**src/hdl/pti_map.svh**
```systemverilog
// offsets, field positions, reset values and timing figures of the safety input block
`ifndef PTI_MAP_SVH
`define PTI_MAP_SVH

// clock rate and time figures
`define PTI_CLK_MHZ 125
`define PTI_SLOT_US 500
`define PTI_BLINK_MS 250

// register byte offsets
`define PTI_OFS_CTRL 8'h00
`define PTI_OFS_STATUS 8'h04
`define PTI_OFS_MASK 8'h08
`define PTI_OFS_INPUT 8'h0c
`define PTI_OFS_FAULT 8'h10
`define PTI_OFS_ADDR 8'h14
`define PTI_OFS_CFGADDR 8'h18

// control bit positions
`define PTI_CTRL_ACK 0

// status and mask bit positions
`define PTI_ST_CROSS 0
`define PTI_ST_SHORT 1
`define PTI_ST_COMM 2
`define PTI_ST_DATA 3
`define PTI_ST_INT 4
`define PTI_ST_ADDR 5
`define PTI_ST_W 6

// field positions in the readback words
`define PTI_INPUT_RAW_LSB 8
`define PTI_FAULT_SHORT_LSB 8
`define PTI_ADDR_MISMATCH 16

// reset values
`define PTI_MASK_RST 6'h00
`define PTI_CFGADDR_RST 10'h000

`endif

```
**src/hdl/pti_pkg.sv**
```systemverilog
// types shared by the safety input block
package pti_pkg;

    // operating mode, one-hot
    typedef enum logic [1:0] {
        PTI_MODE_RUN = 2'b01,
        PTI_MODE_SAFE = 2'b10
    } pti_mode_e;

    // verdict of one channel for the last pulse frame
    typedef struct packed {
        logic value;
        logic cross_flt;
        logic short_flt;
    } pti_chan_s;

endpackage

```
**src/hdl/pti_chan_eval.sv**
```systemverilog
// per-channel pulse frame evaluation of one sensing input
`timescale 1ns/1ns
`default_nettype none
module pti_chan_eval import pti_pkg::*; #(
    parameter int N_CH = 8,
    parameter int CH = 0
) (
    // clock and reset
    input wire logic ref_clk,
    input wire logic rst_n,
    // slot timing from the pulse generator
    input wire logic sample_en,
    input wire logic frame_end,
    input wire logic [N_CH-1:0] slot_sel,
    // field input of this channel
    input wire logic sense,
    // verdict
    output pti_chan_s res
);
    // the own pattern is low only in the own slot
    localparam logic [N_CH-1:0] OWN_MASK = {{(N_CH-1){1'b0}}, 1'b1} << CH;
    localparam logic [N_CH-1:0] ALL_LOW = {N_CH{1'b1}};

    logic [N_CH-1:0] low_mask_reg; // slots seen low so far
    logic [N_CH-1:0] low_full; // mask including this sample
    pti_chan_s res_reg; // last verdict
    pti_chan_s res_next;

    assign low_full = low_mask_reg | (slot_sel & {N_CH{sample_en & ~sense}});

    // classify the frame pattern
    always_comb begin
        res_next = res_reg;
        if (frame_end) begin
            res_next.value = (low_full == OWN_MASK);
            res_next.short_flt = (low_full == '0);
            // all low is an open contact, no fault
            res_next.cross_flt = (low_full != '0) && (low_full != ALL_LOW)
                && (low_full != OWN_MASK);
        end
    end

    // collect low samples over one frame
    always_ff @(posedge ref_clk) begin
        if (!rst_n) begin
            low_mask_reg <= '0;
            res_reg <= '0;
        end else begin
            low_mask_reg <= frame_end ? '0 : low_full;
            res_reg <= res_next;
        end
    end

    assign res = res_reg;
endmodule // pti_chan_eval
`default_nettype wire

```
**src/hdl/pti_safe_inputs.sv**
```systemverilog
// eight-channel pulse-tested safety input front end with register port
//
// Local design decisions: the address map and the address-and-strobe port.
`timescale 1ns/1ns
`default_nettype none
`include "pti_map.svh"
module pti_safe_inputs import pti_pkg::*; #(
    parameter int N_CH = 8,
    parameter int ADDR_W = 10,
    parameter int SLOT_CYC = `PTI_SLOT_US * `PTI_CLK_MHZ,
    parameter int BLINK_CYC = `PTI_BLINK_MS * 1000 * `PTI_CLK_MHZ
) (
    // clock and reset
    input wire logic ref_clk,
    input wire logic rst_n,
    // field side
    input wire logic [N_CH-1:0] sensing_input,
    output logic [N_CH-1:0] test_pulse_output,
    // protocol layer side
    input wire logic comm_err,
    input wire logic data_err,
    input wire logic self_check_fail,
    input wire logic [ADDR_W-1:0] addr_switch,
    output logic [N_CH-1:0] input_bits,
    output logic safe_state,
    // indicators
    output logic [N_CH-1:0] status_led,
    output logic ext_err_led,
    output logic int_err_led,
    // register port
    input wire logic [7:0] reg_addr,
    input wire logic [31:0] reg_wdata,
    input wire logic reg_wr,
    input wire logic reg_rd,
    output logic [31:0] reg_rdata,
    output logic irq
);
    // parameter checks
    if (N_CH != 8) begin : g_chk_ch
        $error("channel count must be 8");
    end
    if (ADDR_W < 1 || ADDR_W > 16) begin : g_chk_aw
        $error("address width must be 1 to 16");
    end
    if (SLOT_CYC < 2 || BLINK_CYC < 1) begin : g_chk_cyc
        $error("slot and blink counts too small");
    end

    localparam int SW = `PTI_ST_W;

    // pulse slot timing
    logic [31:0] slot_cnt_reg; // cycles into the slot
    logic [2:0] slot_reg; // current slot index
    logic [N_CH-1:0] slot_sel; // one-hot of current slot
    logic sample_en; // last cycle of a slot
    logic frame_end; // last cycle of the last slot
    logic [N_CH-1:0] pulse_reg; // pulse pins

    // channel verdicts
    pti_chan_s chan_res [N_CH]; // per channel result
    logic [N_CH-1:0] val_w; // per channel value
    logic [N_CH-1:0] cross_w; // per channel cross fault
    logic [N_CH-1:0] short_w; // per channel short fault
    logic any_fault; // field fault present

    // mode and outputs
    pti_mode_e mode_reg; // run or safe
    pti_mode_e mode_next;
    logic int_fault_reg; // latched self-check fault
    logic [N_CH-1:0] in_bits_reg; // reported bits
    logic [N_CH-1:0] led_reg; // channel indicators
    logic ext_led_reg; // external error light
    logic blink_reg; // blink phase
    logic [31:0] blink_cnt_reg; // blink half period count

    // addressing
    logic addr_taken_reg; // switch captured
    logic [ADDR_W-1:0] sw_addr_reg; // captured switch address
    logic [ADDR_W-1:0] cfg_addr_reg; // configured controller address
    logic mismatch; // configured and switch differ

    // registers
    logic [SW-1:0] status_reg; // sticky events
    logic [SW-1:0] status_next;
    logic [SW-1:0] mask_reg; // interrupt mask
    logic [SW-1:0] ev_set; // events this cycle
    logic [31:0] rdata_reg; // read answer
    logic [31:0] rdata_next;
    logic irq_reg; // interrupt line

    // decode
    logic wr_ctrl, wr_mask, wr_cfg, rd_status;
    logic ack_wr; // fail-safe acknowledge

    assign wr_ctrl = reg_wr && (reg_addr == `PTI_OFS_CTRL);
    assign wr_mask = reg_wr && (reg_addr == `PTI_OFS_MASK);
    assign wr_cfg = reg_wr && (reg_addr == `PTI_OFS_CFGADDR);
    assign rd_status = reg_rd && (reg_addr == `PTI_OFS_STATUS);
    assign ack_wr = wr_ctrl && reg_wdata[`PTI_CTRL_ACK];

    // slot decode
    assign sample_en = (slot_cnt_reg == 32'(SLOT_CYC - 1));
    assign frame_end = sample_en && (slot_reg == 3'(N_CH - 1));
    assign slot_sel = {{(N_CH-1){1'b0}}, 1'b1} << slot_reg;

    // slot counter and pulse pins
    always_ff @(posedge ref_clk) begin
        if (!rst_n) begin
            slot_cnt_reg <= '0;
            slot_reg <= '0;
            pulse_reg <= '1;
        end else begin
            slot_cnt_reg <= sample_en ? '0 : slot_cnt_reg + 32'h1;
            if (sample_en) begin
                slot_reg <= slot_reg + 3'h1;
            end
            pulse_reg <= ~slot_sel;
        end
    end

    // one evaluator per channel, fed by its own pulse
    for (genvar c = 0; c < N_CH; c++) begin : g_chan
        pti_chan_eval #(
            .N_CH(N_CH),
            .CH(c)
        ) u_eval (
            .ref_clk(ref_clk),
            .rst_n(rst_n),
            .sample_en(sample_en),
            .frame_end(frame_end),
            .slot_sel(slot_sel),
            .sense(sensing_input[c]),
            .res(chan_res[c])
        );
        assign val_w[c] = chan_res[c].value;
        assign cross_w[c] = chan_res[c].cross_flt;
        assign short_w[c] = chan_res[c].short_flt;
    end

    assign any_fault = |cross_w || |short_w;

    // mode transitions
    always_comb begin
        mode_next = mode_reg;
        unique case (mode_reg)
            PTI_MODE_RUN: begin
                if (comm_err || int_fault_reg || self_check_fail) begin
                    mode_next = PTI_MODE_SAFE;
                end
            end
            PTI_MODE_SAFE: begin
                // leave only on acknowledge with no cause left
                if (ack_wr && !comm_err && !int_fault_reg && !self_check_fail) begin
                    mode_next = PTI_MODE_RUN;
                end
            end
            default: mode_next = PTI_MODE_SAFE;
        endcase
    end

    // mode, reported bits, channel lights
    always_ff @(posedge ref_clk) begin
        if (!rst_n) begin
            mode_reg <= PTI_MODE_SAFE;
            int_fault_reg <= 1'b0;
            in_bits_reg <= '0;
            led_reg <= '0;
        end else begin
            mode_reg <= mode_next;
            int_fault_reg <= int_fault_reg | self_check_fail;
            in_bits_reg <= (mode_reg == PTI_MODE_SAFE) ? '0 : val_w;
            led_reg <= val_w;
        end
    end

    // blink timebase for the data error
    always_ff @(posedge ref_clk) begin
        if (!rst_n) begin
            blink_cnt_reg <= '0;
            blink_reg <= 1'b0;
        end else if (blink_cnt_reg == 32'(BLINK_CYC - 1)) begin
            blink_cnt_reg <= '0;
            blink_reg <= ~blink_reg;
        end else begin
            blink_cnt_reg <= blink_cnt_reg + 32'h1;
        end
    end

    // external error light: steady wins over blink
    always_ff @(posedge ref_clk) begin
        if (!rst_n) begin
            ext_led_reg <= 1'b0;
        end else begin
            ext_led_reg <= any_fault || (data_err && blink_reg);
        end
    end

    // capture the code switch once after reset release
    always_ff @(posedge ref_clk) begin
        if (!rst_n) begin
            addr_taken_reg <= 1'b0;
            sw_addr_reg <= '0;
        end else if (!addr_taken_reg) begin
            addr_taken_reg <= 1'b1;
            sw_addr_reg <= addr_switch;
        end
    end

    assign mismatch = addr_taken_reg && (cfg_addr_reg != sw_addr_reg);

    // event sources for the status register
    always_comb begin
        ev_set = '0;
        ev_set[`PTI_ST_CROSS] = |cross_w;
        ev_set[`PTI_ST_SHORT] = |short_w;
        ev_set[`PTI_ST_COMM] = comm_err;
        ev_set[`PTI_ST_DATA] = data_err;
        ev_set[`PTI_ST_INT] = int_fault_reg;
        ev_set[`PTI_ST_ADDR] = mismatch;
    end

    // read clears, a new event wins over the clear
    assign status_next = (rd_status ? '0 : status_reg) | ev_set;

    // read mux
    always_comb begin
        rdata_next = '0;
        if (reg_rd) begin
            unique case (reg_addr)
                `PTI_OFS_CTRL: rdata_next[`PTI_CTRL_ACK] = (mode_reg == PTI_MODE_SAFE);
                `PTI_OFS_STATUS: rdata_next[SW-1:0] = status_reg;
                `PTI_OFS_MASK: rdata_next[SW-1:0] = mask_reg;
                `PTI_OFS_INPUT: begin
                    rdata_next[N_CH-1:0] = in_bits_reg;
                    rdata_next[`PTI_INPUT_RAW_LSB +: N_CH] = val_w;
                end
                `PTI_OFS_FAULT: begin
                    rdata_next[N_CH-1:0] = cross_w;
                    rdata_next[`PTI_FAULT_SHORT_LSB +: N_CH] = short_w;
                end
                `PTI_OFS_ADDR: begin
                    rdata_next[ADDR_W-1:0] = sw_addr_reg;
                    rdata_next[`PTI_ADDR_MISMATCH] = mismatch;
                end
                `PTI_OFS_CFGADDR: rdata_next[ADDR_W-1:0] = cfg_addr_reg;
                default: rdata_next = '0; // unmapped reads zero
            endcase
        end
    end

    // register file and interrupt line
    always_ff @(posedge ref_clk) begin
        if (!rst_n) begin
            status_reg <= '0;
            mask_reg <= SW'(`PTI_MASK_RST);
            cfg_addr_reg <= ADDR_W'(`PTI_CFGADDR_RST);
            rdata_reg <= '0;
            irq_reg <= 1'b0;
        end else begin
            status_reg <= status_next;
            if (wr_mask) begin
                mask_reg <= reg_wdata[SW-1:0];
            end
            if (wr_cfg) begin
                cfg_addr_reg <= reg_wdata[ADDR_W-1:0];
            end
            rdata_reg <= rdata_next;
            irq_reg <= |(status_next & mask_reg);
        end
    end

    // outputs straight from flops
    assign test_pulse_output = pulse_reg;
    assign input_bits = in_bits_reg;
    assign safe_state = mode_reg[1]; // safe bit of the one-hot mode flop
    assign status_led = led_reg;
    assign ext_err_led = ext_led_reg;
    assign int_err_led = int_fault_reg;
    assign reg_rdata = rdata_reg;
    assign irq = irq_reg;
endmodule // pti_safe_inputs
`default_nettype wire

```
**config.mk**
```make
export PLATFORM = sky130hd
export DESIGN_NAME = pti_safe_inputs
export DESIGN_NICKNAME = d
export VERILOG_FILES = /design/src/hdl/pti_pkg.sv /design/src/hdl/pti_chan_eval.sv /design/src/hdl/pti_safe_inputs.sv
export VERILOG_INCLUDE_DIRS = /design/src /design/src/hdl
export SDC_FILE = /design/constraint.sdc
export NUM_CORES = 1
export LEC_CHECK = 0
export ABC_AREA = 1
export BUFFER_PORTS_ARGS = -buffer_cell sky130_fd_sc_hd__buf_2
export CORE_MARGIN = 3
export CORE_UTILIZATION = 55
export DETAILED_ROUTE_END_ITERATION = 12
export PLACE_DENSITY = 0.74
export SLEW_MARGIN = 40
export SYNTH_ARGS = -nofsm -noshare
export SYNTH_HDL_FRONTEND = slang
export SYNTH_SLANG_ARGS = --single-unit
```
**constraint.sdc**
```tcl
create_clock -name ref_clk -period 5.9 [get_ports ref_clk]
set_input_delay 0.885 -clock ref_clk [delete_from_list [all_inputs] [get_ports ref_clk]]
set_output_delay 0.885 -clock ref_clk [all_outputs]
set_load 0.05 [all_outputs]
```
==> metrics.txt <==
status complete, no violations; measured slew at the worst slew-check pin 793 ps; cts hold-fix bufs 0; Final Hold Vio Count 0; Die W 145 microns; dpl cell area 11000 sq um; Final Wtd Congestion 0.878; Syn Area/Cell 7.12 sq um; max FFs per register 64; RSZ-0062 raised after global routing no; Die Y 145 microns; Cells after Synth 1483; Syn Std Cell Area 10600 sq um; fin util 0.629; final worst slack 2580 ps; initial core utilization 0.563; maxcap violations 0; share of cells above drive strength 1 0.129; post-synthesis mux area share 0; Synth Register Bits 235; Tot Pwr 3.20 mW; Antenna Cells 0; drt via density 5.12; min Tclk post-route 3320 ps; root buffer cell clkbuf_16; worst skew pair latency 530 ps; Setup crit end kind flop; Starting DRT DRC Count 514; number of global-route vias before repair 8258; routed wire length 23200 microns; # DRC 0; Power Density 271 nW/um^2; Final setup viols 0; # port buffers 87; std cell rows 50; crit path kind reg -> reg; fin nets 1628; GRT Overall Usage 0.217; synth top area cells dfxtp_1, nand2_1, inv_1; VDD IR max 0.173 mV; drt pass-1 iters 5; Max transition margin 0.465; Final Non-Filler Cells 1804; most common cell in the synthesized netlist nand2_1; clock transition at the registers of the reported paths 60 ps; global route overflow 0; ys async rst share 0; drt wl/cell 12.9 microns; highest clock rate 0.301 GHz; CP Data Arrival Time 3690 ps; fin area 11800 sq um; Leak Pwr 4.97 nW; largest family of logic cells by synthesized area simple AND/OR/NAND/NOR gates; xor and xnor area share after synthesis 0.0133; Compound-Gate Fraction of Synth Area 0.107; antenna violations before repair 0; simple-gate area share of the yosys netlist 0.308; Yosys warnings 0; CTS tree built; Synth top area share 0.445; min-delay worst type reg -> reg; fin. max-slew vios 0; area grow syn2layout 11.8%; Yosys cell types 44; ys flop type dfxtp_1; crit start category flop; Multi-input gate area 4700 sq um; Synth area leader dfxtp_1; cts bufs inserted 24; pin count of the biggest net entering global routing 68; Worst EP required 6270 ps; Antenna Nets Post-Route 0; EDFF count, synth 0; setup TNS 0 ps; Setup Skew 32.7 ps; CORE AREA 18800 sq um; IO Count 125; H-tree depth 1; Post CTS Setup Buffer Count 0; Sequential cell area 4700 sq um; first-pass GRT wire length 38000 microns; DP HPWL 16200 microns; placed cells 1763; post-synthesis adder-cell area fraction 0.00948; sequential fraction of the synthesis area 0.445; dpl ws 2580 ps; via count 9242; Sink Count 235; synth cell count leaders nand2_1, dfxtp_1, inv_1; die footprint 20900 sq um; Final Cycle Share 0.562; Resized cells post-CTS 0; worst hold slack 444 ps; crit-path max FO 67; filler cell count 1694; Bufs on Longest Clock Path 3
[cells by family after synthesis]
family / after synthesis
AO/OA/AOI/OAI: 208
flip-flops: 235
buffers and inverters: 295
AND/OR/NAND/NOR: 720
other: 1
XOR/XNOR: 16
adder cells (fa/ha/maj): 8
[where the power goes]
part	internal, mW	switching (mW)
Combinational	0.0285	0.0910
Clock	0.867	0.601
Sequential	1.60	0.00934
Total	2.49	0.701
[critical path: stages, from the launching register on]
cell	delay (ps)
dfxtp_1	350
ha_1	190
inv_1	50
nor2_1	80
nand2_1	50
nor2_1	80
nand2_1	90
nor2_4	100
buf_4	590
inv_2	190
nor2_4	220
inv_2	240
nand2_2	270
buf_4	550
nor2_1	100
[placed cells by master, fill, tap and decap left out, drive strengths merged, types with 16 or more instances in the layout]
| cell type | n |
|---|---|
| o21ai | 46 |
| clkbuf | 37 |
| nor2 | 215 |
| nand4 | 16 |
| a21oi | 123 |
| buf | 90 |
| nand3 | 107 |
| inv | 232 |
| nand2 | 302 |
| dfxtp | 235 |
| nor3 | 48 |
[layer usage]
layer / wire, microns / share of wire / vias up / GRT usage
met2: 10300 / 0.44 / 229 / 0.356
met4: 399 / 0.017 / 0 / 0.0491
met5: 0 / 0 / - / 0
met1: 11200 / 0.48 / 4160 / 0.308
met3: 1290 / 0.056 / 34 / 0.0298
li1: - / - / 4819 / -
[cell type report]
cell class              instances  area share
clock buffers                  37      0.0601
inverters                     237      0.0753
repair buffers                 90      0.0388
well taps                     234      0.0248
multi-input cells             967       0.398
flip-flops and latches        235       0.398
clock inverters                 4     0.00477
[path summary, 6_finish.rpt]
path | cells past startpoint | to | from | slack [ps]
setup / recovery | 14 | g_chan[0].u_eval.low_mask_reg[0] | slot_cnt_reg[0] | 2580
hold reg to reg | 1 | blink_cnt_reg[0] | blink_cnt_reg[0] | 440
setup reg to reg | 14 | g_chan[0].u_eval.low_mask_reg[0] | slot_cnt_reg[0] | 2580
hold / removal | 1 | blink_cnt_reg[0] | blink_cnt_reg[0] | 440
Power figures use the tool's default switching activity.
